===== src/pkg/sac_pkg.sv =====
// Constants, types and pin groups for the converter serial result port
//
// Summary of operation
// A start falling edge begins hold and conversion; edges during conversion are ignored.
// Starting a conversion does not depend on output enable.
// Host starts conversions at most once every 25 us; no minimum rate.
// Conversion plus acquisition fits in 25 us at most.
// Busy goes low at start and stays low until the conversion completes.
// Busy falls within 20 ns of start; stays low typically 12 us, 15 us max.
// Busy rises about 90 ns after the internal conversion completes.
// New result is copied into the output shift register just before busy rises.
// Internal mode shifts the previous result out during conversion with own clock.
// Each serial result is a 12-bit twos complement word, MSB first.
// Internal mode holds each bit across both clock edges.
// Internal mode keeps busy low over the whole serial frame.
// Internal first clock rise about 2 us after start; period about 0.71 us.
// Internal mode busy rises about 1.78 us after the last clock fall.
// External mode shifts only on edges of the host serial clock.
// Host should clock results out after the conversion completes.
// Host keeps clock low or enable high 5 us before busy rises, else result lost.
// Host clock starts 15 ns after start; phases 15 ns, period 35 ns minimum.
// Host holds start high 15 ns before the next falling edge.
// Host should keep start low until busy has risen.
// Host may instead give a short low start pulse of about 100 ns.
// Host keeps start static from 19 us after start until busy rises.
// Codes are twos complement: 7FF, 000, FFF, 800.
// Clock source select high means host clock; low means device clock.
// Output enable high floats data, busy and device clock; low enables them.
// Internal mode keeps data and clock low outside a serial frame.
// External mode: host clock rise shifts next bit; host samples on falling edge.
// Result taken from core input at completion; timing from a counter cleared at each start that holds while idle.
package sac_pkg;

    // ************************************************************
    // Timing
    // ************************************************************
    localparam int CLK_NS = 8;
    localparam int FIRST_RISE_NS = 2000;
    localparam int HALF_PERIOD_NS = 355;
    localparam int LAST_FALL_TO_BUSY_NS = 1780;
    localparam int DONE_TO_BUSY_NS = 90;
    localparam int GUARD_NS = 5000;
    localparam int BUSY_MAX_NS = 15000;
    localparam int CYCLE_MAX_NS = 25000;

    localparam int FIRST_RISE_CYC = FIRST_RISE_NS / CLK_NS;
    localparam int HALF_CYC = HALF_PERIOD_NS / CLK_NS;
    localparam int SETUP_CYC = HALF_CYC / 2;
    localparam int TAIL_CYC = LAST_FALL_TO_BUSY_NS / CLK_NS;
    localparam int FIN_CYC = DONE_TO_BUSY_NS / CLK_NS;
    localparam int GUARD_CYC = (GUARD_NS + CLK_NS - 1) / CLK_NS;
    localparam int BUSY_MAX_CYC = BUSY_MAX_NS / CLK_NS;
    localparam int CYCLE_MAX_CYC = CYCLE_MAX_NS / CLK_NS;

    // ************************************************************
    // Result word
    // ************************************************************
    localparam int RES_W = 12;
    localparam logic [11:0] CODE_POS_FS = 12'h7FF;
    localparam logic [11:0] CODE_MID = 12'h000;
    localparam logic [11:0] CODE_MID_M1 = 12'hFFF;
    localparam logic [11:0] CODE_NEG_FS = 12'h800;

    localparam int TX_START_I = FIRST_RISE_CYC - HALF_CYC;
    localparam int BUSY_RISE_I = FIRST_RISE_CYC + (RES_W - 1) * 2 * HALF_CYC + HALF_CYC + TAIL_CYC;
    localparam int DONE_I = BUSY_RISE_I - FIN_CYC;
    localparam int GUARD_START_I = BUSY_RISE_I - GUARD_CYC;

    localparam int CNT_W = 11;
    localparam int PH_W = 8;
    localparam logic [CNT_W-1:0] TX_START_M1 = CNT_W'(TX_START_I - 1);
    localparam logic [CNT_W-1:0] DONE_M1 = CNT_W'(DONE_I - 1);
    localparam logic [CNT_W-1:0] GUARD_START = CNT_W'(GUARD_START_I);
    localparam logic [PH_W-1:0] HALF_M1 = PH_W'(HALF_CYC - 1);
    localparam logic [PH_W-1:0] SETUP_PH = PH_W'(SETUP_CYC);
    localparam logic [PH_W-1:0] FIN_M1 = PH_W'(FIN_CYC - 1);

    // ************************************************************
    // Register map
    // ************************************************************
    localparam int ADDR_W = 8;
    localparam logic [7:0] OFF_CTRL = 8'h00;
    localparam logic [7:0] OFF_STATUS = 8'h04;
    localparam logic [7:0] OFF_RESULT = 8'h08;
    localparam int CTRL_START_BIT = 0;
    localparam int ST_BUSY_BIT = 0;
    localparam int ST_LOST_BIT = 1;
    localparam int ST_EXT_BIT = 2;
    localparam int ST_SKIP_BIT = 3;

    // ************************************************************
    // Types
    // ************************************************************
    typedef enum logic [2:0] {
        SAC_IDLE = 3'h0,
        SAC_LEAD = 3'h1,
        SAC_SLOW = 3'h3,
        SAC_SHIGH = 3'h2,
        SAC_SEND = 3'h6,
        SAC_TAIL = 3'h7,
        SAC_FIN = 3'h5
    } sac_state_e;

    typedef struct packed {
        logic conversion_start_n;
        logic cs_n;
        logic clock_source_select;
        logic serial_bit_clock;
    } sac_pin_in_s;

    localparam logic [3:0] PIN_IN_RST = 4'hC;

    typedef struct packed {
        logic data_o;
        logic data_oe;
        logic serial_bit_clock_o;
        logic serial_bit_clock_oe;
        logic busy_n_o;
        logic busy_n_oe;
    } sac_pin_out_s;

endpackage


===== src/rtl/sac_ctrl.sv =====
// Conversion timing, serial result port and APB registers
//
// The implementer's own choices: the APB interface to the registers and the placing of the registers.
`timescale 1ns/1ps
`default_nettype none
module sac_ctrl #(
    parameter int RES_W = sac_pkg::RES_W
) (
    input wire logic clk_sys,
    input wire logic resetn,
    input wire logic psel,
    input wire logic penable,
    input wire logic pwrite,
    input wire logic [sac_pkg::ADDR_W-1:0] paddr,
    input wire logic [31:0] pwdata,
    output logic [31:0] prdata,
    output logic pready,
    output logic pslverr,
    input wire sac_pkg::sac_pin_in_s pins_in,
    output sac_pkg::sac_pin_out_s pins_out,
    input wire logic [RES_W-1:0] core_result,
    output logic core_hold
);

    localparam int CNT_W = sac_pkg::CNT_W;
    localparam int PH_W = sac_pkg::PH_W;
    localparam int BIT_W = $clog2(RES_W + 1);
    localparam int FIN_A = sac_pkg::FIN_CYC;

    // ************************************************************
    // Pin synchronisers
    // ************************************************************
    sac_pkg::sac_pin_in_s pin_s;

    sac_sync #(
        .WIDTH(4),
        .RST_VAL(sac_pkg::PIN_IN_RST)
    ) u_sync (
        .clk_sys(clk_sys),
        .resetn(resetn),
        .async_in(pins_in),
        .sync_out(pin_s)
    );

    // ************************************************************
    // State
    // ************************************************************
    sac_pkg::sac_state_e state_reg, state_next;
    logic [CNT_W-1:0] conversion_start_n_cnt_reg, conversion_start_n_cnt_next;
    logic [PH_W-1:0] ph_reg, ph_next;
    logic [BIT_W-1:0] bits_reg, bits_next;
    logic [RES_W-1:0] sh_reg, sh_next;
    logic [RES_W-1:0] result_reg, result_next;
    logic data_reg, data_next;
    logic sclk_reg, sclk_next;
    logic ext_reg, ext_next;
    logic skip_reg, skip_next;
    logic lost_reg, lost_next;
    logic conversion_start_n_prev_reg, sclk_prev_reg;
    logic soft_start_reg, soft_start_next;
    logic [31:0] prdata_reg, prdata_next;
    logic err_reg, err_next;

    logic busy_reg;
    logic conversion_start_n_fall;
    logic sclk_rise;
    logic start_fire;
    logic load_pulse;
    logic apb_wr;

    assign busy_reg = (state_reg != sac_pkg::SAC_IDLE);
    assign conversion_start_n_fall = conversion_start_n_prev_reg && !pin_s.conversion_start_n;
    assign sclk_rise = !sclk_prev_reg && pin_s.serial_bit_clock;
    // Output enable plays no part here
    assign start_fire = !busy_reg && (conversion_start_n_fall || soft_start_reg);
    assign load_pulse = (state_reg == sac_pkg::SAC_TAIL) && (conversion_start_n_cnt_reg == sac_pkg::DONE_M1);
    assign apb_wr = psel && penable && pwrite;

    // ************************************************************
    // Sequencer next state
    // ************************************************************
    always_comb
    begin
        state_next = state_reg;
        conversion_start_n_cnt_next = conversion_start_n_cnt_reg;
        ph_next = ph_reg;
        bits_next = bits_reg;
        sh_next = sh_reg;
        result_next = result_reg;
        data_next = data_reg;
        sclk_next = sclk_reg;
        ext_next = ext_reg;
        skip_next = skip_reg;
        lost_next = lost_reg;
        // Mode follows the pin only while idle so a frame never changes source
        if (!busy_reg)
        begin
            ext_next = pin_s.clock_source_select;
        end
        // Host clock drives the shift register, gated by output enable
        if (ext_reg && sclk_rise && !pin_s.cs_n)
        begin
            data_next = sh_reg[RES_W-1];
            sh_next = {sh_reg[RES_W-2:0], 1'b0};
        end
        case (state_reg)
            sac_pkg::SAC_IDLE:
            begin
                if (start_fire)
                begin
                    state_next = sac_pkg::SAC_LEAD;
                    conversion_start_n_cnt_next = '0;
                    skip_next = 1'b0;
                end
            end
            sac_pkg::SAC_LEAD:
            begin
                conversion_start_n_cnt_next = conversion_start_n_cnt_reg + CNT_W'(1);
                if (conversion_start_n_cnt_reg == sac_pkg::TX_START_M1)
                begin
                    ph_next = '0;
                    bits_next = BIT_W'(RES_W);
                    // Previous result goes out during this conversion
                    state_next = ext_reg ? sac_pkg::SAC_TAIL : sac_pkg::SAC_SLOW;
                end
            end
            sac_pkg::SAC_SLOW:
            begin
                conversion_start_n_cnt_next = conversion_start_n_cnt_reg + CNT_W'(1);
                ph_next = ph_reg + PH_W'(1);
                // Bit changes mid low phase so it is steady at both edges
                if (ph_reg == sac_pkg::SETUP_PH)
                begin
                    data_next = sh_reg[RES_W-1];
                    sh_next = {sh_reg[RES_W-2:0], 1'b0};
                    bits_next = bits_reg - BIT_W'(1);
                end
                if (ph_reg == sac_pkg::HALF_M1)
                begin
                    ph_next = '0;
                    sclk_next = 1'b1;
                    state_next = sac_pkg::SAC_SHIGH;
                end
            end
            sac_pkg::SAC_SHIGH:
            begin
                conversion_start_n_cnt_next = conversion_start_n_cnt_reg + CNT_W'(1);
                ph_next = ph_reg + PH_W'(1);
                if (ph_reg == sac_pkg::HALF_M1)
                begin
                    ph_next = '0;
                    sclk_next = 1'b0;
                    state_next = (bits_reg == '0) ? sac_pkg::SAC_SEND : sac_pkg::SAC_SLOW;
                end
            end
            sac_pkg::SAC_SEND:
            begin
                conversion_start_n_cnt_next = conversion_start_n_cnt_reg + CNT_W'(1);
                ph_next = ph_reg + PH_W'(1);
                if (ph_reg == sac_pkg::SETUP_PH)
                begin
                    data_next = 1'b0;
                    state_next = sac_pkg::SAC_TAIL;
                end
            end
            sac_pkg::SAC_TAIL:
            begin
                conversion_start_n_cnt_next = conversion_start_n_cnt_reg + CNT_W'(1);
                // A high host clock near the end blocks the update
                if (ext_reg && !pin_s.cs_n && pin_s.serial_bit_clock && conversion_start_n_cnt_reg >= sac_pkg::GUARD_START)
                begin
                    skip_next = 1'b1;
                end
                if (load_pulse)
                begin
                    result_next = core_result;
                    ph_next = '0;
                    state_next = sac_pkg::SAC_FIN;
                    if (!ext_reg || !skip_reg)
                    begin
                        sh_next = core_result;
                    end
                    else
                    begin
                        lost_next = 1'b1;
                    end
                end
            end
            sac_pkg::SAC_FIN:
            begin
                conversion_start_n_cnt_next = conversion_start_n_cnt_reg + CNT_W'(1);
                ph_next = ph_reg + PH_W'(1);
                if (ph_reg == sac_pkg::FIN_M1)
                begin
                    state_next = sac_pkg::SAC_IDLE;
                end
            end
            default:
            begin
                state_next = sac_pkg::SAC_IDLE;
            end
        endcase
        // Hardware set beats a software clear in the same cycle
        if (apb_wr && paddr == sac_pkg::OFF_STATUS && pwdata[sac_pkg::ST_LOST_BIT] &&
            !(load_pulse && ext_reg && skip_reg))
        begin
            lost_next = 1'b0;
        end
    end

    always_ff @(posedge clk_sys or negedge resetn)
    begin
        if (!resetn)
        begin
            state_reg <= sac_pkg::SAC_IDLE;
            conversion_start_n_cnt_reg <= '0;
            ph_reg <= '0;
            bits_reg <= '0;
            sh_reg <= '0;
            result_reg <= '0;
            data_reg <= 1'b0;
            sclk_reg <= 1'b0;
            ext_reg <= 1'b0;
            skip_reg <= 1'b0;
            lost_reg <= 1'b0;
            conversion_start_n_prev_reg <= 1'b1;
            sclk_prev_reg <= 1'b0;
        end
        else
        begin
            state_reg <= state_next;
            conversion_start_n_cnt_reg <= conversion_start_n_cnt_next;
            ph_reg <= ph_next;
            bits_reg <= bits_next;
            sh_reg <= sh_next;
            result_reg <= result_next;
            data_reg <= data_next;
            sclk_reg <= sclk_next;
            ext_reg <= ext_next;
            skip_reg <= skip_next;
            lost_reg <= lost_next;
            conversion_start_n_prev_reg <= pin_s.conversion_start_n;
            sclk_prev_reg <= pin_s.serial_bit_clock;
        end
    end

    // ************************************************************
    // APB slave, no wait state; read data leave a flop loaded in the setup phase
    // ************************************************************
    always_comb
    begin
        prdata_next = prdata_reg;
        err_next = err_reg;
        soft_start_next = 1'b0;
        if (psel && !penable)
        begin
            prdata_next = '0;
            err_next = 1'b0;
            case (paddr)
                sac_pkg::OFF_CTRL:
                begin
                    prdata_next = '0;
                end
                sac_pkg::OFF_STATUS:
                begin
                    prdata_next[sac_pkg::ST_BUSY_BIT] = busy_reg;
                    prdata_next[sac_pkg::ST_LOST_BIT] = lost_reg;
                    prdata_next[sac_pkg::ST_EXT_BIT] = ext_reg;
                    prdata_next[sac_pkg::ST_SKIP_BIT] = skip_reg;
                end
                sac_pkg::OFF_RESULT:
                begin
                    prdata_next[RES_W-1:0] = result_reg;
                end
                default:
                begin
                    err_next = 1'b1;
                end
            endcase
        end
        if (apb_wr && paddr == sac_pkg::OFF_CTRL)
        begin
            soft_start_next = pwdata[sac_pkg::CTRL_START_BIT];
        end
    end

    always_ff @(posedge clk_sys or negedge resetn)
    begin
        if (!resetn)
        begin
            prdata_reg <= '0;
            err_reg <= 1'b0;
            soft_start_reg <= 1'b0;
        end
        else
        begin
            prdata_reg <= prdata_next;
            err_reg <= err_next;
            soft_start_reg <= soft_start_next;
        end
    end

    assign prdata = prdata_reg;
    assign pready = psel && penable;
    assign pslverr = psel && penable && err_reg;

    // ************************************************************
    // Pins
    // ************************************************************
    // Busy falls in the detect cycle to keep start-to-busy short
    assign pins_out.busy_n_o = !(busy_reg || start_fire);
    assign pins_out.busy_n_oe = !pin_s.cs_n;
    assign pins_out.data_o = data_reg;
    assign pins_out.data_oe = !pin_s.cs_n;
    assign pins_out.serial_bit_clock_o = sclk_reg;
    assign pins_out.serial_bit_clock_oe = !pin_s.cs_n && !ext_reg;
    assign core_hold = busy_reg;

    // ************************************************************
    // Checks
    // ************************************************************
    logic [CNT_W:0] busy_len_reg;
    always_ff @(posedge clk_sys or negedge resetn)
    begin
        if (!resetn)
        begin
            busy_len_reg <= '0;
        end
        else
        begin
            busy_len_reg <= busy_reg ? busy_len_reg + (CNT_W+1)'(1) : '0;
        end
    end

    start_busy_a: assert property (@(posedge clk_sys) disable iff (!resetn)
        start_fire |-> !pins_out.busy_n_o ##1 busy_reg)
        else $error("busy not low at start");

    start_ignored_a: assert property (@(posedge clk_sys) disable iff (!resetn)
        (busy_reg && conversion_start_n_fall && state_reg != sac_pkg::SAC_FIN) |=> conversion_start_n_cnt_reg != '0)
        else $error("start accepted during conversion");

    cs_free_a: assert property (@(posedge clk_sys) disable iff (!resetn)
        (start_fire && pin_s.cs_n) |=> busy_reg)
        else $error("start blocked by output enable");

    busy_max_a: assert property (@(posedge clk_sys) disable iff (!resetn)
        busy_len_reg <= (CNT_W+1)'(sac_pkg::BUSY_MAX_CYC))
        else $error("busy low too long");

    load_to_rise_a: assert property (@(posedge clk_sys) disable iff (!resetn)
        load_pulse |=> busy_reg ##FIN_A !busy_reg)
        else $error("busy rise not after load delay");

    idle_low_a: assert property (@(posedge clk_sys) disable iff (!resetn)
        (!ext_reg && (state_reg == sac_pkg::SAC_IDLE || state_reg == sac_pkg::SAC_TAIL))
        |-> (!sclk_reg && !data_reg))
        else $error("internal clock or data not low when idle");

    bit_hold_a: assert property (@(posedge clk_sys) disable iff (!resetn)
        (!ext_reg && ($rose(sclk_reg) || $fell(sclk_reg))) |-> $stable(data_reg))
        else $error("data moved on a clock edge");

    frame_busy_a: assert property (@(posedge clk_sys) disable iff (!resetn)
        sclk_reg |-> busy_reg)
        else $error("serial clock outside busy");

    first_rise_a: assert property (@(posedge clk_sys) disable iff (!resetn)
        ($rose(sclk_reg) && bits_reg == BIT_W'(RES_W - 1))
        |-> conversion_start_n_cnt_reg == CNT_W'(sac_pkg::FIRST_RISE_CYC))
        else $error("first clock rise mistimed");

    ext_stall_a: assert property (@(posedge clk_sys) disable iff (!resetn)
        (ext_reg && !sclk_rise && !load_pulse && busy_reg) |=> $stable(sh_reg))
        else $error("shift without host clock edge");

endmodule // sac_ctrl
`default_nettype wire


===== src/rtl/sac_sync.sv =====
// Two-stage synchroniser for a group of pin levels
`timescale 1ns/1ps
`default_nettype none
module sac_sync #(
    parameter int WIDTH = 4,
    parameter logic [WIDTH-1:0] RST_VAL = '0
) (
    input wire logic clk_sys,
    input wire logic resetn,
    input wire logic [WIDTH-1:0] async_in,
    output logic [WIDTH-1:0] sync_out
);

    // ************************************************************
    // One pair of flops per bit
    // ************************************************************
    genvar gi;
    generate
        for (gi = 0; gi < WIDTH; gi++)
        begin : g_bit
            logic meta_reg;
            logic sync_reg;
            always_ff @(posedge clk_sys or negedge resetn)
            begin
                if (!resetn)
                begin
                    meta_reg <= RST_VAL[gi];
                    sync_reg <= RST_VAL[gi];
                end
                else
                begin
                    meta_reg <= async_in[gi];
                    sync_reg <= meta_reg;
                end
            end
            assign sync_out[gi] = sync_reg;
        end
    endgenerate

endmodule // sac_sync
`default_nettype wire


===== config.mk =====
export PLATFORM = sky130hd
export DESIGN_NAME = sac_ctrl
export DESIGN_NICKNAME = d
export VERILOG_FILES = /design/src/pkg/sac_pkg.sv /design/src/rtl/sac_ctrl.sv /design/src/rtl/sac_sync.sv
export SDC_FILE = /design/constraint.sdc
export NUM_CORES = 1
export LEC_CHECK = 0
export BUFFER_PORTS_ARGS = -buffer_cell sky130_fd_sc_hd__buf_2
export CORE_ASPECT_RATIO = 1.25
export CORE_MARGIN = 2
export CORE_UTILIZATION = 35
export CTS_CLUSTER_DIAMETER = 100
export DETAILED_ROUTE_END_ITERATION = 16
export GPL_TIMING_DRIVEN = 0
export PLACE_DENSITY_LB_ADDON = 0.05
export SETUP_SLACK_MARGIN = 0.4
export SYNTH_ARGS = -nofsm -noshare
export SYNTH_HDL_FRONTEND = slang
export SYNTH_SLANG_ARGS = --single-unit

===== constraint.sdc =====
create_clock -name clk_sys -period 2.5 [get_ports clk_sys]
set_input_delay 0.125 -clock clk_sys [delete_from_list [all_inputs] [get_ports clk_sys]]
set_output_delay 0.125 -clock clk_sys [all_outputs]
set_load 0.02 [all_outputs]

==> flow_metrics.py <==
metrics = {
    "clocking": {
        "cts_tree": "done",
        "path_clk_slew_ps": 60,
        "clock-sinks": 79,
        "cts_root_buffer": "clkbuf_16",
        "clk-insertion-delay-late_ps": 340,
        "cts-buffers-inserted": 9,
        "htreeDepth": 3,
        "clock_path_buffers": 2,
    },
    "critical_path": {
        "cp-start-kind": "register",
        "endpoint": "state_reg[2]",
        "r2r_start": "ph_reg[0]",
        "r2r_end": "state_reg[2]",
        "worst_r2r_path_depth": 7,
        "required_ps": 2750,
        "slowest_delay_ps": 460,
        "startpoint": "ph_reg[0]",
        "rrSetupSlack_ps": 410,
        "endpoint_kind": "register",
        "cp_slowest_cell": "or4b_4",
        "crit_chain": "inv_2, ha_1, or4b_4, nand2b_4, a32o_2, or4_1, a22oi_1",
        "worst-setup-path-type": "register to register",
        "critPathMaxFanout": 3,
        "arrival_ps": 2350,
    },
    "route": {
        "met3_length_um": 322,
        "drtIter0Drc": 115,
        "dr.pass1.iters": 4,
        "wirelength_met1_um": 4350,
        "wl_um": 9783,
        "via_per_inst": 5.072,
        "final_antenna_net_count": 0,
        "drc": 0,
        "avgRoutedWirePerCell_um": 14.71,
        "routed-via-count": 3373,
        "met2_length_um": 4993,
        "routed.top_layer": "met4",
    },
    "power_and_ir_drop": {
        "leakage_nw": 2.459,
        "switching_share_pct": 34.56,
        "p_int_mw": 3.275,
        "p_sw_mw": 1.730,
        "peakVddDrop_mv": 0.4125,
        "p_clk_share_pct": 29.2,
        "power_frac_comb_pct": 35.7,
        "seq_power_share_pct": 35.1,
        "p_per_area_mw_per_mm2": 943.6,
    },
    "timing": {
        "setup_viol": 0,
        "drv_slew": 0,
        "rsz0062_at_grt": "yes",
        "fin_skew_ps": 9.059,
        "tns_ps": 0,
        "worst_pin_slew_ps": 615.1,
        "worst_slack_ps": 405.3,
        "slew_headroom_pct": 58.90,
        "fin_crit_sh_pct": 83.79,
        "max_freq_mhz": 477.4,
        "hold_viol": 0,
        "min_period_ps": 2095,
    },
    "finish": {
        "nets": 589,
        "area_growth_pct": 30.54,
        "fillers": 1141,
        "diodes": 0,
        "drive_above_1_share_pct": 31.69,
        "utilization_pct": 46.33,
    },
    "yosys": {
        "synth_edf_count": 0,
        "netlist_top_cells_area": "dfrtp_1, mux2_2, nand2_1",
        "synthCells": 418,
        "yosysSeqAreaShare_pct": 48.80,
        "synthDistinctLibCells": 50,
        "syn_area_per_cell_um2": 9.722,
        "synthFlopType": "dfrtp_1",
        "synth_top_area_cell": "dfrtp_1",
        "synth-seq-cells": 79,
        "synth_top_cell_area_share_pct": 45.57,
        "async_flop_share_pct": 100.0,
        "syn_area_mm2": 0.004064,
        "yosys_warnings": 0,
    },
    "die": {
        "placementRows": 44,
        "initial_utilization_pct": 35.49,
        "io_pins": 102,
        "core_area_mm2": 0.01145,
        "die_area_mm2": 0.01249,
        "die_y_um": 124.5,
        "fp.dieW_um": 100.4,
    },
    "global_route": {
        "track_usage_pct": 16.09,
        "grt_max_degree": 46,
        "overflow": 0,
        "grt_pass1_wl_um": 15880,
        "grt_pass1_vias": 3263,
        "antenna_found_initial": 0,
    },
    "place": {
        "dpl.hpwl_um": 6996,
        "globalplace.congestion": 0.7652,
        "port_buffers": 51,
        "place_ws_ps": -261.2,
    },
    "flow_run": {
        "max-cap-violations": 0,
    },
    "run_status": {
        "status": "finished, final reports clean",
    },
    "hold_path": {
        "hold_class": "input port to register",
    },
}
timing repair:
item / in CTS / in global routing
hold buffers: 6 / 0
endpoints found under the hold margin: 39 / 0
resized for setup: 23 / 37
buffers inserted: 10 / 5
gates cloned: 0 / 1
setup endpoints to repair: 44 / 41
pin swaps: 8 / 4
routing by layer:
metal,track usage [%],up-vias
met3,3.423,9
met2,27.00,61
met4,4.512,0
met5,0,-
li1,-,1662
met1,20.82,1641
synthesized netlist by cell type, types with 9 or more instances:
master    instances
a21oi_1          14
a22oi_1          11
and3_1            9
buf_4            23
clkbuf_1         16
dfrtp_1          74
inv_1             9
mux2_2           21
mux2i_1           9
nand2_1          59
nand3_1          16
nor2_1           25
nor3_1           11
o21ai_0          32
worst max-delay path, delay by kind of cell, from the launching register on:
kind            cells  cell delay (ps)
flops               1              380
buf+inv             1               60
fa+ha+maj           1              130
compound gates      2              420
simple gates        3             1010
cells by family after synthesis:
kind of cell | synth area share [%]
and+or+nand+nor | 18.97
DFF | 48.80
muxes | 8.036
buffers and inverters | 6.650
AOI/OAI and AO/OA | 14.96
xor gates and xnor gates | 0.6467
other | 0.09228
adders and majority gates | 1.847
worst min path at each step:
stage / depth (start not counted) / start / slack (ps) / endpoint
2_1_floorplan: 0 / resetn / -170 / async pin
3_3_place_gp: 1 / pins_in[3] / 230 / u_sync.g_bit[3].meta_reg
3_5_place_dp: 1 / resetn / 130 / prdata[6]
4_1_cts: 3 / pwdata[0] / 20 / soft_start_reg
5_1_grt: 2 / core_result[0] / 50 / result_reg[0]
6_report: 3 / pwdata[0] / 30 / soft_start_reg
area by class of cell:
cell class / count / area (um2) / share of cell area [%]
Clock buffer: 12 / 256.5 / 4.835
Timing Repair Buffer: 74 / 479.2 / 9.033
Sequential cell: 79 / 1987 / 37.45
Multi-Input combinational cell: 309 / 2037 / 38.40
Buffer: 40 / 262.8 / 4.953
Clock inverter: 4 / 76.32 / 1.439
Tap cell: 138 / 172.7 / 3.255
Inverter: 9 / 33.78 / 0.6368
per-stage QoR:
stage,instance area (um2),std cells,power (mW),hold slack [ps]
global route,5305,665,5.329,45.98
global placement,4568,626,3.235,231.5
finish,5305,665,5.006,30.58
CTS,5159,659,4.964,22.75
floorplan,4140,437,2.843,-170.6
detailed placement,4598,627,3.266,127.7
power groups by stage:
stage | Clock [mW] | Sequential, mW | Combinational (mW)
final | 1.46 | 1.76 | 1.79
after global routing | 1.55 | 1.79 | 1.98
after CTS | 1.50 | 1.75 | 1.72
after detailed placement | 0 | 1.79 | 1.47
after global placement | 0 | 1.79 | 1.45
after floorplan | 0 | 1.72 | 1.13
cells in the final DEF, fill, tap and decap left out, types with 7 or more instances in the layout:
cell	n
dfrtp_1	71
nand2_1	58
buf_2	52
buf_4	40
o21ai_0	32
nor2_1	24
mux2_2	20
conb_1	20
nand3_1	16
a21oi_1	14
a22oi_1	11
and3_1	9
mux2i_1	9
clkbuf_16	9
inv_1	8
o31ai_1	8
clkbuf_1	7
nor3_1	7
Note: power is estimated with default switching activity, not from simulation.
